==> config.mk <==
export PLATFORM = sky130hd
export DESIGN_NAME = flyback_supervisor
export DESIGN_NICKNAME = d
export VERILOG_FILES = /design/src/verilog/flyback_pkg.sv /design/src/verilog/switching_timer.sv /design/src/verilog/flyback_supervisor.sv
export SDC_FILE = /design/constraint.sdc
export NUM_CORES = 1
export LEC_CHECK = 0
export ABC_AREA = 1
export BUFFER_PORTS_ARGS = -buffer_cell sky130_fd_sc_hd__buf_2
export CAP_MARGIN = 15
export CORE_MARGIN = 3
export CORE_UTILIZATION = 35
export CTS_CLUSTER_SIZE = 14
export DETAILED_ROUTE_END_ITERATION = 8
export HOLD_SLACK_MARGIN = 0.02
export PLACE_DENSITY = 0.51
export RECOVER_POWER = 100
export SYNTH_ARGS = -nofsm -noshare
export SYNTH_HDL_FRONTEND = slang
export SYNTH_SLANG_ARGS = --single-unit
==> constraint.sdc <==
create_clock -name ref_clk -period 5.3 [get_ports ref_clk]
set_input_delay 0.265 -clock ref_clk [delete_from_list [all_inputs] [get_ports ref_clk]]
set_output_delay 0.265 -clock ref_clk [all_outputs]
set_load 0.02 [all_outputs]
==> src/verilog/flyback_pkg.sv <==
// Notes on behaviour
// - fixed average frequency discontinuous primary switching
// - dither switching period plus minus six percent
// - current sense trip ends the on-time
// - overvoltage above rise threshold stops primary switch drive
// - overvoltage releases only below fall threshold
// - soft start ramps compensation after primary reset
// - secondary below start level at ramp end: off
// - start-up timeout off until primary power cycle
// - normal operation leaves both flags released
// - undervoltage drives supply flag only
// - overvoltage drives supply flag only
// - short fault: soft shutdown, short flag low
// - secondary pulses feedback emitter above liveness level
// - no feedback pulses: drive and compensation low
// - feedback fault drives both flags until power cycle
// - secondary above rise threshold clears undervoltage
// - overvoltage leaves gate output and shutdown alone
// - short clears after mute plus emitter-low reset time
package flyback_pkg;

  localparam longint unsigned CLK_HZ          = 100_000_000;

  // primary switching
  localparam longint unsigned SW_FREQ_HZ      = 135_000;
  localparam int unsigned     SW_PERIOD_CYC   = int'(CLK_HZ / SW_FREQ_HZ);
  localparam int unsigned     DITHER_PCT      = 6;
  localparam int unsigned     DITHER_CYC      = (SW_PERIOD_CYC * DITHER_PCT) / 100;
  // caps the on-time at one half of the centre period for discontinuous conduction
  localparam int unsigned     ON_MAX_CYC      = SW_PERIOD_CYC / 2;

  // soft start
  localparam longint unsigned SOFT_START_MS   = 20;
  localparam int unsigned     SOFT_START_CYC  = int'((SOFT_START_MS * CLK_HZ) / 1000);
  localparam int unsigned     COMP_STEPS      = 256;

  // feedback liveness
  localparam longint unsigned FB_TIMEOUT_US   = 100;
  localparam int unsigned     FB_TIMEOUT_CYC  = int'((FB_TIMEOUT_US * CLK_HZ) / 1_000_000);
  localparam longint unsigned FB_PULSE_US     = 10;
  localparam int unsigned     FB_PULSE_CYC    = int'((FB_PULSE_US * CLK_HZ) / 1_000_000);

  // short-circuit fault timing
  localparam longint unsigned MUTE_TIME_NS    = 1000;
  localparam int unsigned     MUTE_CYC        = int'((MUTE_TIME_NS * CLK_HZ + 999_999_999) / 1_000_000_000);
  localparam longint unsigned RESET_TIME_NS   = 500;
  localparam int unsigned     RESET_CYC       = int'((RESET_TIME_NS * CLK_HZ + 999_999_999) / 1_000_000_000);

  // reset values
  localparam logic [7:0]      COMP_RST        = 8'h00;
  localparam logic [31:0]     CNT_RST         = 32'h0000_0000;

  typedef enum logic [1:0] {
    ST_SOFT_START = 2'b00,
    ST_RUN        = 2'b01,
    ST_TIMEOUT    = 2'b10,
    ST_FB_FAULT   = 2'b11
  } sup_state_t;

  typedef enum logic [1:0] {
    SC_IDLE  = 2'b00,
    SC_MUTE  = 2'b01,
    SC_WAIT  = 2'b10
  } sc_state_t;

endpackage

==> src/verilog/switching_timer.sv <==
`timescale 1ns/1ps
module switching_timer #(
  parameter int unsigned PERIOD = flyback_pkg::SW_PERIOD_CYC,
  parameter int unsigned DITHER = flyback_pkg::DITHER_CYC
) (
  // clock and reset
  input  wire logic        ref_clk,
  input  wire logic        sys_rst,
  // control
  input  wire logic        enable,
  input  wire logic [15:0] on_cycles,
  input  wire logic        current_trip,
  // drive
  output logic             drive
);

  logic [15:0] cnt_reg,    cnt_next;
  logic [15:0] dith_reg,   dith_next;
  logic        up_reg,     up_next;
  logic        drive_reg,  drive_next;
  logic [15:0] period_now;

  // the period walks a triangle so the average stays at the centre frequency
  assign period_now = 16'(PERIOD - DITHER) + dith_reg;

  always_comb begin
    cnt_next   = cnt_reg + 16'h0001;
    dith_next  = dith_reg;
    up_next    = up_reg;
    drive_next = drive_reg;
    if (cnt_reg >= period_now - 16'h0001) begin
      cnt_next = 16'h0000;
      if (up_reg) begin
        if (dith_reg >= 16'(2 * DITHER)) begin
          up_next   = 1'b0;
          dith_next = dith_reg - 16'h0001;
        end else begin
          dith_next = dith_reg + 16'h0001;
        end
      end else begin
        if (dith_reg == 16'h0000) begin
          up_next   = 1'b1;
          dith_next = 16'h0001;
        end else begin
          dith_next = dith_reg - 16'h0001;
        end
      end
    end
    if (cnt_reg == 16'h0000) begin
      drive_next = enable && (on_cycles != 16'h0000) && !current_trip;
    end else if (cnt_reg >= on_cycles) begin
      drive_next = 1'b0;
    end
    if (current_trip || !enable) begin
      drive_next = 1'b0;
    end
  end

  always_ff @(posedge ref_clk) begin
    if (sys_rst) begin
      cnt_reg   <= 16'h0000;
      dith_reg  <= 16'(DITHER);
      up_reg    <= 1'b1;
      drive_reg <= 1'b0;
    end else begin
      cnt_reg   <= cnt_next;
      dith_reg  <= dith_next;
      up_reg    <= up_next;
      drive_reg <= drive_next;
    end
  end

  assign drive = drive_reg;

endmodule // switching_timer

==> src/verilog/flyback_supervisor.sv <==
`timescale 1ns/1ps
module flyback_supervisor #(
  parameter int unsigned SOFT_START_CYCLES = flyback_pkg::SOFT_START_CYC,
  parameter int unsigned FB_TIMEOUT_CYCLES = flyback_pkg::FB_TIMEOUT_CYC
) (
  // clock and reset (reset is the primary undervoltage lockout)
  input  wire logic        ref_clk,
  input  wire logic        sys_rst,
  // supply comparators
  input  wire logic        primary_supply_low,
  input  wire logic        secondary_below_uv_fall,
  input  wire logic        secondary_above_uv_rise,
  input  wire logic        secondary_above_ov_rise,
  input  wire logic        secondary_below_ov_fall,
  input  wire logic        secondary_above_startup,
  input  wire logic        secondary_above_liveness,
  // primary current sense
  input  wire logic        current_sense_trip,
  // feedback channel, as received on the primary side
  input  wire logic        feedback_pulse_in,
  // gate driver side
  input  wire logic        input_emitter,
  input  wire logic        short_circuit_detect,
  // primary switch and compensation node
  output logic             primary_switch_drive,
  output logic [7:0]       comp_level,
  output logic             comp_pull_low,
  // secondary outputs
  output logic             feedback_emitter,
  output logic             gate_output,
  output logic             gate_output_oe,
  output logic             soft_shutdown_output,
  output logic             soft_shutdown_oe,
  // open-drain status flags
  output logic             supply_fault_flag_n_o,
  output logic             supply_fault_flag_n_oe,
  output logic             short_fault_flag_n_o,
  output logic             short_fault_flag_n_oe
);

  localparam int unsigned STEP_CYC = SOFT_START_CYCLES / flyback_pkg::COMP_STEPS;

  flyback_pkg::sup_state_t state_reg, state_next;
  flyback_pkg::sc_state_t  sc_reg,    sc_next;
  logic [31:0] ss_cnt_reg,   ss_cnt_next;
  logic [31:0] step_cnt_reg, step_cnt_next;
  logic [7:0]  comp_reg,     comp_next;
  logic [31:0] wd_cnt_reg,   wd_cnt_next;
  logic        fb_prev_reg,  fb_prev_next;
  logic [31:0] tx_cnt_reg,   tx_cnt_next;
  logic        emit_reg,     emit_next;
  logic        uv2_reg,      uv2_next;
  logic        ov_reg,       ov_next;
  logic [31:0] sc_cnt_reg,   sc_cnt_next;
  logic        drive_reg,    drive_next;
  logic        gate_reg,     gate_next;
  logic        supply_oe_reg, supply_oe_next;
  logic        short_oe_reg,  short_oe_next;
  logic        pull_low_reg,  pull_low_next;
  logic        gate_oe_reg,   gate_oe_next;
  logic        shutdown_oe_reg, shutdown_oe_next;
  logic        gate_en;
  logic        timer_drive;
  logic [17:0] on_prod;
  logic [15:0] on_cycles;
  logic        supply_fault;
  logic        short_fault;

  // on-time scales with the compensation level, capped at half the centre period
  assign on_prod   = 18'(comp_reg) * 18'(flyback_pkg::ON_MAX_CYC);
  assign on_cycles = {6'h00, on_prod[17:8]};

  // overvoltage and start-up faults gate only the primary switch
  assign gate_en = (state_reg == flyback_pkg::ST_SOFT_START || state_reg == flyback_pkg::ST_RUN)
                   && !ov_reg;

  switching_timer #(
    .PERIOD (flyback_pkg::SW_PERIOD_CYC),
    .DITHER (flyback_pkg::DITHER_CYC)
  ) u_timer (
    .ref_clk      (ref_clk),
    .sys_rst      (sys_rst),
    .enable       (gate_en),
    .on_cycles    (on_cycles),
    .current_trip (current_sense_trip),
    .drive        (timer_drive)
  );

  // start-up sequencing and feedback watchdog
  always_comb begin
    state_next    = state_reg;
    ss_cnt_next   = ss_cnt_reg;
    step_cnt_next = step_cnt_reg;
    comp_next     = comp_reg;
    wd_cnt_next   = wd_cnt_reg;
    fb_prev_next  = feedback_pulse_in;
    case (state_reg)
      flyback_pkg::ST_SOFT_START: begin
        ss_cnt_next = ss_cnt_reg + 32'h0000_0001;
        if (step_cnt_reg >= 32'(STEP_CYC) - 32'h0000_0001) begin
          step_cnt_next = flyback_pkg::CNT_RST;
          if (comp_reg != 8'hff) begin
            comp_next = comp_reg + 8'h01;
          end
        end else begin
          step_cnt_next = step_cnt_reg + 32'h0000_0001;
        end
        if (ss_cnt_reg >= 32'(SOFT_START_CYCLES) - 32'h0000_0001) begin
          wd_cnt_next = flyback_pkg::CNT_RST;
          if (secondary_above_startup) begin
            state_next = flyback_pkg::ST_RUN;
          end else begin
            state_next = flyback_pkg::ST_TIMEOUT;
          end
        end
      end
      flyback_pkg::ST_RUN: begin
        if (feedback_pulse_in && !fb_prev_reg) begin
          wd_cnt_next = flyback_pkg::CNT_RST;
        end else if (wd_cnt_reg >= 32'(FB_TIMEOUT_CYCLES) - 32'h0000_0001) begin
          state_next = flyback_pkg::ST_FB_FAULT;
        end else begin
          wd_cnt_next = wd_cnt_reg + 32'h0000_0001;
        end
      end
      flyback_pkg::ST_TIMEOUT: begin
        state_next = flyback_pkg::ST_TIMEOUT;
      end
      flyback_pkg::ST_FB_FAULT: begin
        comp_next  = flyback_pkg::COMP_RST;
        state_next = flyback_pkg::ST_FB_FAULT;
      end
      default: state_next = flyback_pkg::ST_SOFT_START;
    endcase
  end

  always_ff @(posedge ref_clk) begin
    if (sys_rst) begin
      state_reg    <= flyback_pkg::ST_SOFT_START;
      ss_cnt_reg   <= flyback_pkg::CNT_RST;
      step_cnt_reg <= flyback_pkg::CNT_RST;
      comp_reg     <= flyback_pkg::COMP_RST;
      wd_cnt_reg   <= flyback_pkg::CNT_RST;
      fb_prev_reg  <= 1'b0;
    end else begin
      state_reg    <= state_next;
      ss_cnt_reg   <= ss_cnt_next;
      step_cnt_reg <= step_cnt_next;
      comp_reg     <= comp_next;
      wd_cnt_reg   <= wd_cnt_next;
      fb_prev_reg  <= fb_prev_next;
    end
  end

  // secondary supply hysteresis, feedback pulses and short-circuit handling
  always_comb begin
    uv2_next    = uv2_reg;
    ov_next     = ov_reg;
    tx_cnt_next = flyback_pkg::CNT_RST;
    emit_next   = 1'b0;
    sc_next     = sc_reg;
    sc_cnt_next = sc_cnt_reg;
    if (secondary_below_uv_fall) begin
      uv2_next = 1'b1;
    end else if (secondary_above_uv_rise) begin
      uv2_next = 1'b0;
    end
    if (secondary_above_ov_rise) begin
      ov_next = 1'b1;
    end else if (secondary_below_ov_fall) begin
      ov_next = 1'b0;
    end
    if (secondary_above_liveness) begin
      if (tx_cnt_reg >= 32'(flyback_pkg::FB_PULSE_CYC) - 32'h0000_0001) begin
        emit_next = 1'b1;
      end else begin
        tx_cnt_next = tx_cnt_reg + 32'h0000_0001;
      end
    end
    case (sc_reg)
      flyback_pkg::SC_IDLE: begin
        sc_cnt_next = flyback_pkg::CNT_RST;
        if (short_circuit_detect) begin
          sc_next = flyback_pkg::SC_MUTE;
        end
      end
      flyback_pkg::SC_MUTE: begin
        sc_cnt_next = sc_cnt_reg + 32'h0000_0001;
        if (sc_cnt_reg >= 32'(flyback_pkg::MUTE_CYC) - 32'h0000_0001) begin
          sc_next     = flyback_pkg::SC_WAIT;
          sc_cnt_next = flyback_pkg::CNT_RST;
        end
      end
      flyback_pkg::SC_WAIT: begin
        // any high on the emitter restarts the reset-time count
        if (input_emitter) begin
          sc_cnt_next = flyback_pkg::CNT_RST;
        end else if (sc_cnt_reg >= 32'(flyback_pkg::RESET_CYC) - 32'h0000_0001) begin
          sc_next = flyback_pkg::SC_IDLE;
        end else begin
          sc_cnt_next = sc_cnt_reg + 32'h0000_0001;
        end
      end
      default: sc_next = flyback_pkg::SC_IDLE;
    endcase
  end

  always_ff @(posedge ref_clk) begin
    if (sys_rst) begin
      uv2_reg    <= 1'b1;
      ov_reg     <= 1'b0;
      tx_cnt_reg <= flyback_pkg::CNT_RST;
      emit_reg   <= 1'b0;
      sc_reg     <= flyback_pkg::SC_IDLE;
      sc_cnt_reg <= flyback_pkg::CNT_RST;
    end else begin
      uv2_reg    <= uv2_next;
      ov_reg     <= ov_next;
      tx_cnt_reg <= tx_cnt_next;
      emit_reg   <= emit_next;
      sc_reg     <= sc_next;
      sc_cnt_reg <= sc_cnt_next;
    end
  end

  // flag conditions
  assign supply_fault = primary_supply_low || uv2_reg || ov_reg
                        || (state_reg == flyback_pkg::ST_FB_FAULT);
  assign short_fault  = (sc_reg != flyback_pkg::SC_IDLE)
                        || (state_reg == flyback_pkg::ST_FB_FAULT);

  // output stage
  always_comb begin
    drive_next     = timer_drive && gate_en;
    // the gate output needs no secondary undervoltage and no short fault
    gate_next      = input_emitter && !uv2_reg && (sc_reg == flyback_pkg::SC_IDLE);
    supply_oe_next = supply_fault;
    short_oe_next  = short_fault;
    // decoded from the next state so these flops change together with the state registers
    pull_low_next    = (state_next == flyback_pkg::ST_FB_FAULT);
    gate_oe_next     = (sc_next == flyback_pkg::SC_IDLE);
    shutdown_oe_next = (sc_next != flyback_pkg::SC_IDLE);
  end

  always_ff @(posedge ref_clk) begin
    if (sys_rst) begin
      drive_reg     <= 1'b0;
      gate_reg      <= 1'b0;
      supply_oe_reg <= 1'b1;
      short_oe_reg  <= 1'b0;
      pull_low_reg  <= 1'b0;
      gate_oe_reg   <= 1'b1;
      shutdown_oe_reg <= 1'b0;
    end else begin
      drive_reg     <= drive_next;
      gate_reg      <= gate_next;
      supply_oe_reg <= supply_oe_next;
      short_oe_reg  <= short_oe_next;
      pull_low_reg  <= pull_low_next;
      gate_oe_reg   <= gate_oe_next;
      shutdown_oe_reg <= shutdown_oe_next;
    end
  end

  assign primary_switch_drive   = drive_reg;
  assign comp_level             = comp_reg;
  assign comp_pull_low          = pull_low_reg;
  assign feedback_emitter       = emit_reg;
  assign gate_output            = gate_reg;
  assign gate_output_oe         = gate_oe_reg;
  assign soft_shutdown_output   = 1'b0;
  assign soft_shutdown_oe       = shutdown_oe_reg;
  assign supply_fault_flag_n_o  = 1'b0;
  assign supply_fault_flag_n_oe = supply_oe_reg;
  assign short_fault_flag_n_o   = 1'b0;
  assign short_fault_flag_n_oe  = short_oe_reg;
endmodule // flyback_supervisor

**Word level (Yosys, flattened, before mapping)**

Cells that the tools add are included.

- Input port bits: 13
- Word-level logic and storage cells: 129
- Register bits after elaboration: 217
- Output and inout bits: 19

- Bitwise operators: 1
- $lt $le $gt $ge: 9
- $add $sub $neg: 11
- Eq/ne operators: 12
- Multipliers: 1
- Muxes and demuxes: 33
- Reductions and logical operators: 39

Operators by type and width:

| operator | number |
|---|---|
| $mux 32 | 7 |
| $add 32x1->32 const B | 5 |
| $pmux 32 s3 | 1 |
| $pmux 32 s2 | 1 |
| $mux 16 | 3 |
| $add 16x1->16 const B | 2 |
| $ge 32x10->1 const B | 1 |
| $ge 32x13->1 const B | 1 |
| $ge 32x14->1 const B | 1 |
| $ge 32x21->1 const B | 1 |
| $ge 32x6->1 const B | 1 |
| $ge 32x7->1 const B | 1 |
| $logic_not 16->1 | 2 |
| $sub 16x1->16 const B | 2 |
| $add 10x16->16 const A | 1 |
| $ge 16x16->1 | 1 |
| $ge 16x7->1 const B | 1 |
| $ge 16x9->1 | 1 |
| $mul 8x8->16 const B | 1 |
| $mux 2 | 8 |
| $mux 8 | 2 |
| $pmux 8 s2 | 1 |
| $reduce_bool 16->1 | 1 |
| $reduce_bool 2->1 | 6 |
| other kinds (19) | 54 |

**Depth between registers and ports, before layout**

Gate-level depths: netlist of run 1.

- Word-level depth: 6
- Mapped depth: 23
- Gate-level depth less buffers: 23

**Hierarchy**

From an unflattened synthesis of run 1, not the netlist that was laid out.

- Cells, all modules: 1748
- Area, all modules: 12727.2 sq um

By module, submodules not included:

| module | cells an instance | area each (sq um) | seq. area each (sq um) | instances |
|---|---|---|---|---|
| flyback_supervisor | 1252 | 9417.8 | 3663.5 | 1 |
| switching_timer | 496 | 3309.4 | 680.7 | 1 |

**Least setup slack after synthesis of run 1**

Ideal clock, no wire load.

- Path kind: register -> register
- Start point: reg comp_reg[5] (netlist: comp_level[5])
- End point: reg u_timer.drive_reg (netlist: u_timer.drive)
- Buffers on the path: 0
- Arrival time: 4.282 ns
- Path slack: 0.948 ns
- Clock period less this slack: 4.352 ns
- Stages on the path, launching flop included: 23
- Path through: dfxtp_1 -> ha_1 -> inv_1 -> fa_1 -> fa_1 -> fa_1 -> inv_1 -> ha_1 -> a21oi_1 -> nor2_1 -> nor2_1 -> nand2_1 -> nand2_1 -> nand3_1 -> nand2_1 -> inv_1 -> ha_1 -> nand2_1 -> o21ai_0 -> o21bai_1 -> a21oi_1 -> nand4_1 -> a21oi_1

- Word-level cells in the longest chain between the ends: 5
- Elaborated cells on any way between the ends: 7
- Classes of those cells: 1 x mul; 1 x order compare; 1 x mux; 4 x reduce/logical

RTL lines:

| what | line | source |
|---|---|---|
| start: declaration | flyback_supervisor.sv:47 | `logic [7:0] comp_reg, comp_next;` |
| start signal: assignment | flyback_supervisor.sv:142 | `comp_reg <= flyback_pkg::COMP_RST;` |
| start signal: assignment | flyback_supervisor.sv:149 | `comp_reg <= comp_next;` |
| $mul 8x8->16 (*) | flyback_supervisor.sv:70 | `assign on_prod = 18'(comp_reg) * 18'(flyback_pkg::ON_MAX_CYC);` |
| parallel branches: the longest is 4 deep, another holds $ge 16x9->1 | - |  |
| end signal: assignment | switching_timer.sv:69 | `drive_reg <= drive_next;` |
| end: declaration | switching_timer.sv:20 | `logic drive_reg, drive_next;` |

Every way passes the cells marked *.
A chain may end at the register's enable or synchronous reset.

**Worst setup path after layout of run 1**

- Start point: reg comp_reg[3] (netlist: comp_level[3])
- End point: reg u_timer.drive_reg (netlist: u_timer.drive)

Same word-level chain as after synthesis.

==> flow_metrics.tcl, run 1 <==
set metrics [dict create \
    yosysTopAreaCell "dfxtp_1" \
    finalMaxSlewViolations 106 \
    first_global_vias 9423 \
    fp.coreArea_um2 33600 \
    synth_enable_flop_cells 0 \
    regArea_um2 4340 \
    crit_type "register to register" \
    place.gp.congestion 0.824 \
    fin_crit_sh_pct 86.3 \
    final_common_cell "nand2_1" \
    placedCellCount 2089 \
    path_cells "ha_1 > inv_1 > fa_1 > fa_1 > fa_1 > inv_1 > ha_1 > a21oi_1 > nor2_1 > nor2_1 > nand2_1 > nand2_1 > nand3_1 > nand2_1 > inv_1 > ha_1 > nand2_1 > o21ai_0 > o21bai_1 > a21oi_1 > nand4_1 > a21oi_1" \
    grt_max_degree 74 \
    final_cell_mix "nand2_1 (335), inv_1 (217), dfxtp_1 (217), nor2_1 (214), nand3_1 (100)" \
    tightest_slew_ns 3.68 \
    critPathMostFrequentCell "nand2_1" \
    root_buffer "clkbuf_16" \
    violations "max-capacitance violations, max-slew violations" \
    antenna_found_initial 0 \
    grt_setup_unrepaired "no" \
    h-tree-depth 1 \
    finalClockSkew_ns 0.0131 \
    multiInputGateArea_um2 6530 \
    wl_um 25700 \
    postCtsHoldBufs 9 \
    critical_path_required_ns 5.77 \
    clk_latency_ns 0.54 \
    synth_seq_area_share_pct 36.3 \
    drtIter0Drc 429 \
    grt_usage_pct 14.3 \
    cts_resized 0 \
    leakagePower_nw 5.82 \
    crit_path_end_kind "register" \
    final_layout_size_suffix_gt1_share_pct 5.12 \
    finalHoldViolations 0 \
    synth_top_area_share_pct 36.3 \
    max_freq_mhz 219 \
    cap_violations 2 \
    setup_viol 0 \
    status "complete, but fails checks" \
    worst_ir_drop_vdd_v 0.000199 \
    top_layer "met4" \
    wl_per_cell_um 11.9 \
    clock_sinks 217 \
    ant_nets 0 \
    areaGrowthSynthToFinish_pct 12.2 \
    final_cells 2147 \
    vias_per_cell 4.62 \
    dp_hpwl_um 18100 \
    num_io_pins 32 \
    synthArstFlopShare_pct 0 \
    io_buffer_count 28 \
    slowest_delay_ns 0.54 \
    met2_length_um 11100 \
    hold_class "primary input to register" \
    rows 67 \
    start_util_pct 35.6 \
    post_cts.repair.setup_buffers 0 \
    nets 1792 \
    worstPathMaxFanout 8 \
    ys.warnings.count 0 \
    period_needed_ns 4.58 \
    tritoncts "built" \
    synth_ff_type "dfxtp_1" \
    clk_pin_slew_ns 0.06 \
    startpoint_type "register" \
    fillCellCount 3542 \
    gr-total-overflow 0 \
    postSynthCellCount 1627 \
    netlist_area_um2 12000 \
    numCtsBuffers 27 \
    drt-met1-wl_um 13200 \
    synth_area_leaders "dfxtp_1 (36%), nand2_1 (10%), ha_1 (9.0%), inv_1 (6.7%), nor2_1 (6.6%)" \
    vias 9924 \
    setup-tns-final_ns 0 \
    first_pass_iters 4 \
    route.met3.wl_um 866 \
    ys_ff_latch 217 \
    clock_path_buffers 3 \
    critPathBufInv 3 \
    drc 0 \
    die-area_um2 36500 \
    cp_slowest_cell "fa_1" \
    maxSlewHeadroom_pct -145 \
    ys_types 54 \
    syn_area_per_cell_um2 7.36 \
    diodes 0 \
    power_density_nw_per_um2 325 \
    die_w_um 191 \
    cp_top_family "adder cells" \
    worstPathArrival_ns 5.05 \
    grt_pass1_wl_um 44600 \
    die_h_um 191 \
]
## tightest hold or removal path, delay by kind of cell
kind	cells	cell delay, ns
buf+inv	2	0.13
simple gates	2	0.16
## routing by layer
layer	up-vias	global-route usage [%]
li1	5350	-
met2	116	22.9
met4	0	3.33
met1	4425	20.4
met5	-	0
met3	33	1.91
## through the flow
step | area [µm²] | total power [W] | hold WS [ns] | utilization, % | setup WS (ns)
2_1_floorplan | 12100 | 0.00240 | 0.362 | - | 0.948
3_3_place_gp | 12600 | 0.00252 | 0.423 | 37.4 | 0.742
3_5_place_dp | 12600 | 0.00252 | 0.425 | 37.4 | 0.694
4_1_cts | 13600 | 0.00451 | 0.0377 | 40.5 | 0.681
5_1_grt | 13400 | 0.00463 | 0.0845 | 40.0 | 0.284
6_report | 13400 | 0.00437 | 0.0736 | 40.0 | 0.725
## final cells by class
class / count / share of cell area [%]
Multi-Input combinational cell: 1173 / 48.6
Timing Repair Buffer: 41 / 1.70
Tap cell: 448 / 4.17
Sequential cell: 217 / 32.3
Clock inverter: 13 / 1.40
Clock buffer: 36 / 5.65
Inverter: 219 / 6.12
## power breakdown
part           switching [W]  internal, W
Combinational       0.000530     0.000171
Sequential         0.0000438      0.00168
Clock               0.000734      0.00120
Total                0.00131      0.00306
## kinds of logic (layout without fill, tap and decap cells)
| kind of cell | Yosys count | count (layout) | synth area share [%] |
|---|---|---|---|
| XOR/XNOR | 59 | 59 | 4.32 |
| adder cells (fa/ha/maj) | 100 | 100 | 11.3 |
| flip-flops | 217 | 217 | 36.3 |
| AND/OR/NAND/NOR | 817 | 817 | 31.0 |
| AO/OA/AOI/OAI | 172 | 172 | 8.26 |
| other | 1 | 25 | 0.0313 |
| buffers and inverters | 261 | 309 | 8.80 |
## Yosys cell counts (all sizes together) (2+ instances only)
master,number
dfxtp,217
nand4,39
xnor2,8
nand3,104
clkbuf,24
xor2,51
nand2,337
fa,14
nor3b,2
and3,4
nand3b,6
a31oi,2
o211ai,5
buf,18
ha,86
nor4,25
nor2,218
o21a,7
o21bai,3
a21oi,95
nor3,79
o21ai,53
or2,3
inv,219
## worst paths after layout
kind                      startpoint          endpoint  slack [ns]  cells past startpoint
min          secondary_above_startup      state_reg[1]        0.07                      4
min reg2reg         step_cnt_reg[28]  step_cnt_reg[28]        0.44                      2
max                    comp_level[3]     u_timer.drive        0.72                     22
max reg2reg            comp_level[3]     u_timer.drive        0.72                     22
(Power assumes the default switching activity.)
==> run 2, diff against run 1 <==
- SYNTH_HIERARCHICAL: unset -> 1
==> run 2 against run 1 <==
The run still ends with max-capacitance violations, max-slew violations left. Non-clock buffer count increased by 3. Synthesized cell count rose by 7.4%. Final cell count increased by 6.7%. Cell area is 4.9% higher. Routed wire length up 6.1%. Maximum frequency decreased by 5.0%. Critical path depth up 3. Sequential cell count unchanged. Largest power group unchanged.
==> flow_metrics.tcl, run 2 <==
set metrics [dict create \
    min_from "input_emitter" \
    h-tree-depth 1 \
    r2r_setup_slack_ns 0.48 \
    vias 10593 \
    root_buffer "clkbuf_16" \
    ys.warnings.count 6 \
    io_buffer_count 28 \
    power_density_nw_per_um2 256 \
    critical_path_required_ns 5.73 \
    violations "max-capacitance violations, max-slew violations" \
    ys_types 57 \
    post-synth-top-count-cell "nand2_1" \
    synth_top_area_share_pct 34.1 \
    maxSlewHeadroom_pct -89.6 \
    r2r_end "u_timer/drive" \
    yosysTopAreaCell "dfxtp_1" \
    finalClockSkew_ns 0.0193 \
    die_h_um 197 \
    post_cts.repair.setup_buffers 0 \
    tightest_slew_ns 2.84 \
    startpoint_type "register" \
    diodes 0 \
    dp_hpwl_um 19900 \
    clk_latency_ns 0.55 \
    postSynthCellCount 1748 \
    ys_ff_latch 217 \
    synth_enable_flop_cells 0 \
    hold_class "primary input to register" \
    clock_sinks 217 \
    netlist_area_um2 12700 \
    final_cells 2291 \
    synth_area_leaders "dfxtp_1 (34%), nand2_1 (10%), ha_1 (9.0%), inv_1 (7.3%), nor2_1 (6.8%)" \
    status "complete, but fails checks" \
    period_needed_ns 4.82 \
    final_layout_size_suffix_gt1_share_pct 6.83 \
    fillCellCount 3831 \
    crit_path_end_kind "register" \
    first_global_vias 9990 \
    start_util_pct 35.6 \
    synth_common_cells "nand2_1 (349), inv_1 (248), nor2_1 (230)" \
    areaGrowthSynthToFinish_pct 10.7 \
    clock_path_buffers 3 \
    grt_setup_unrepaired "no" \
    ant_nets 0 \
    fin_crit_sh_pct 90.9 \
    ff2ff_path_depth 25 \
    grt_pass1_wl_um 47400 \
    finalHoldViolations 0 \
    place.gp.congestion 0.834 \
    clk_pin_slew_ns 0.06 \
    crit_type "register to register" \
    placedCellCount 2237 \
    die_w_um 197 \
    first_pass_iters 4 \
    synthArstFlopShare_pct 0 \
    pre_cts_slack_ns 0.463 \
    synth_seq_area_share_pct 34.1 \
    whs_path_depth 3 \
    setup_slack_ns 0.482 \
    max_freq_mhz 208 \
    setup_viol 0 \
    antenna_found_initial 0 \
    worstPathMaxFanout 7 \
    worst_ir_drop_vdd_v 0.000231 \
    vias_per_cell 4.62 \
    rows 69 \
    grt_max_degree 67 \
    fp.coreArea_um2 35700 \
    synth_ff_type "dfxtp_1" \
    num_io_pins 32 \
    final_cell_mix "nand2_1 (355), inv_1 (249), nor2_1 (234), dfxtp_1 (216), nand3_1 (108)" \
    finalMaxSlewViolations 101 \
    r2r_start "comp_level[2]" \
    total_power_w 0.00360 \
    whs_ns 0.0507 \
    final_common_cell "nand2_1" \
    tritoncts "built" \
    worstPathArrival_ns 5.25 \
    setup-tns-final_ns 0 \
    drtIter0Drc 486 \
    wl_per_cell_um 11.9 \
    wl_um 27200 \
    holdPathEnd "gate_output" \
    nets 1931 \
    gr-total-overflow 0 \
    die-area_um2 38700 \
    leakagePower_nw 6.17 \
    numCtsBuffers 26 \
    grt_usage_pct 14.2 \
    drc 0 \
    syn_area_per_cell_um2 7.28 \
    cap_violations 2 \
]
## run 2: changes by cell type after synthesis, moves of 7 or more
cell     previous run  this run
buf_6               5        12
nor2_1            210       230
nand3_1           100       107
inv_1             214       248
nor3_2              2        13
nor3_1             73        63
nand2_1           322       349
nor2_4              1         8
## run 2: worst max-delay path by stage
| stage | from | end | slack (ns) | cells after the start |
|---|---|---|---|---|
| 6_report | comp_level[2] | u_timer/drive | 0.48 | 25 |
| 5_1_grt | comp_level[2] | u_timer/drive | 0.05 | 25 |
| 4_1_cts | comp_level[4] | u_timer/drive | 0.41 | 25 |
| 3_5_place_dp | comp_level[4] | u_timer/drive | 0.46 | 25 |
| 3_3_place_gp | comp_level[4] | u_timer/drive | 0.56 | 25 |
| 2_1_floorplan | comp_level[5] | u_timer/drive | 0.73 | 25 |
## run 2: report_power, final
group	leakage (nW)	internal (W)	switching, W	total, W
clock network	0.430	0.00109	0.000732	0.00182
logic	3.98	0.0000389	0.0000778	0.000117
registers	1.76	0.00165	0.0000130	0.00167
total	6.17	0.00278	0.000823	0.00360
## run 2: metal layers
metal,global-route usage [%],share of wire (%),wire [µm],vias to the layer above
met5,0,0,0,-
met4,2.82,1.5,416,0
met3,1.78,3.5,961,35
met2,23.8,44,12000,124
met1,19.9,51,13800,4770
li1,-,-,-,5664
## run 2: final cells by class
cell class | instances | area [µm²] | area share, %
clock buffer | 32 | 693 | 4.92
clock inverter | 14 | 191 | 1.36
inverter | 262 | 986 | 7.00
multi-input combinational | 1261 | 7050 | 50.0
sequential | 217 | 4350 | 30.8
tap | 461 | 577 | 4.09
timing repair buffer | 44 | 244 | 1.73
## run 2: what timing repair did
action | CTS | global route
hold endpoints to repair | 6 | 0
resized for setup | 0 | 1
endpoints found under the setup margin | 0 | 1
hold buffers | 8 | 0
## run 2: critical path, stage by stage, from the launching register on
cell and delay [ns]:
dfxtp_1 0.50, ha_1 0.22, inv_1 0.05, fa_1 0.48, fa_1 0.51, fa_1 0.54
inv_1 0.04, ha_1 0.35, nand2_1 0.09, o21ai_0 0.24, a21oi_1 0.11, o21bai_1 0.20
nand2_1 0.10, nand2_1 0.06, nand2_1 0.04, nand2_1 0.05, inv_1 0.06, ha_1 0.27
nand2_1 0.07, nor2_1 0.13, nor3b_1 0.25, nand2_1 0.08, nand4_1 0.09, nor2_1 0.04
nor2_1 0.08, nor2_1 0.04
## run 2: logic make-up (layout without fill, tap and decap cells)
| logic type | count (synthesis) | after routing | synth area share, % |
|---|---|---|---|
| XOR/XNOR | 68 | 68 | 4.68 |
| AND/OR/NAND/NOR | 883 | 883 | 32.3 |
| AO/OA/AOI/OAI | 166 | 166 | 7.25 |
| flip-flops | 217 | 217 | 34.1 |
| other | 1 | 38 | 0.0295 |
| buffers and inverters | 307 | 352 | 10.4 |
| adder cells (fa/ha/maj) | 106 | 106 | 11.2 |
## run 2: per-stage QoR
stage	util, %	area [µm²]
3_3_place_gp	37.3	13300
6_report	39.4	14100
4_1_cts	40.0	14300
2_1_floorplan	-	12900
3_5_place_dp	37.3	13300
5_1_grt	39.4	14100
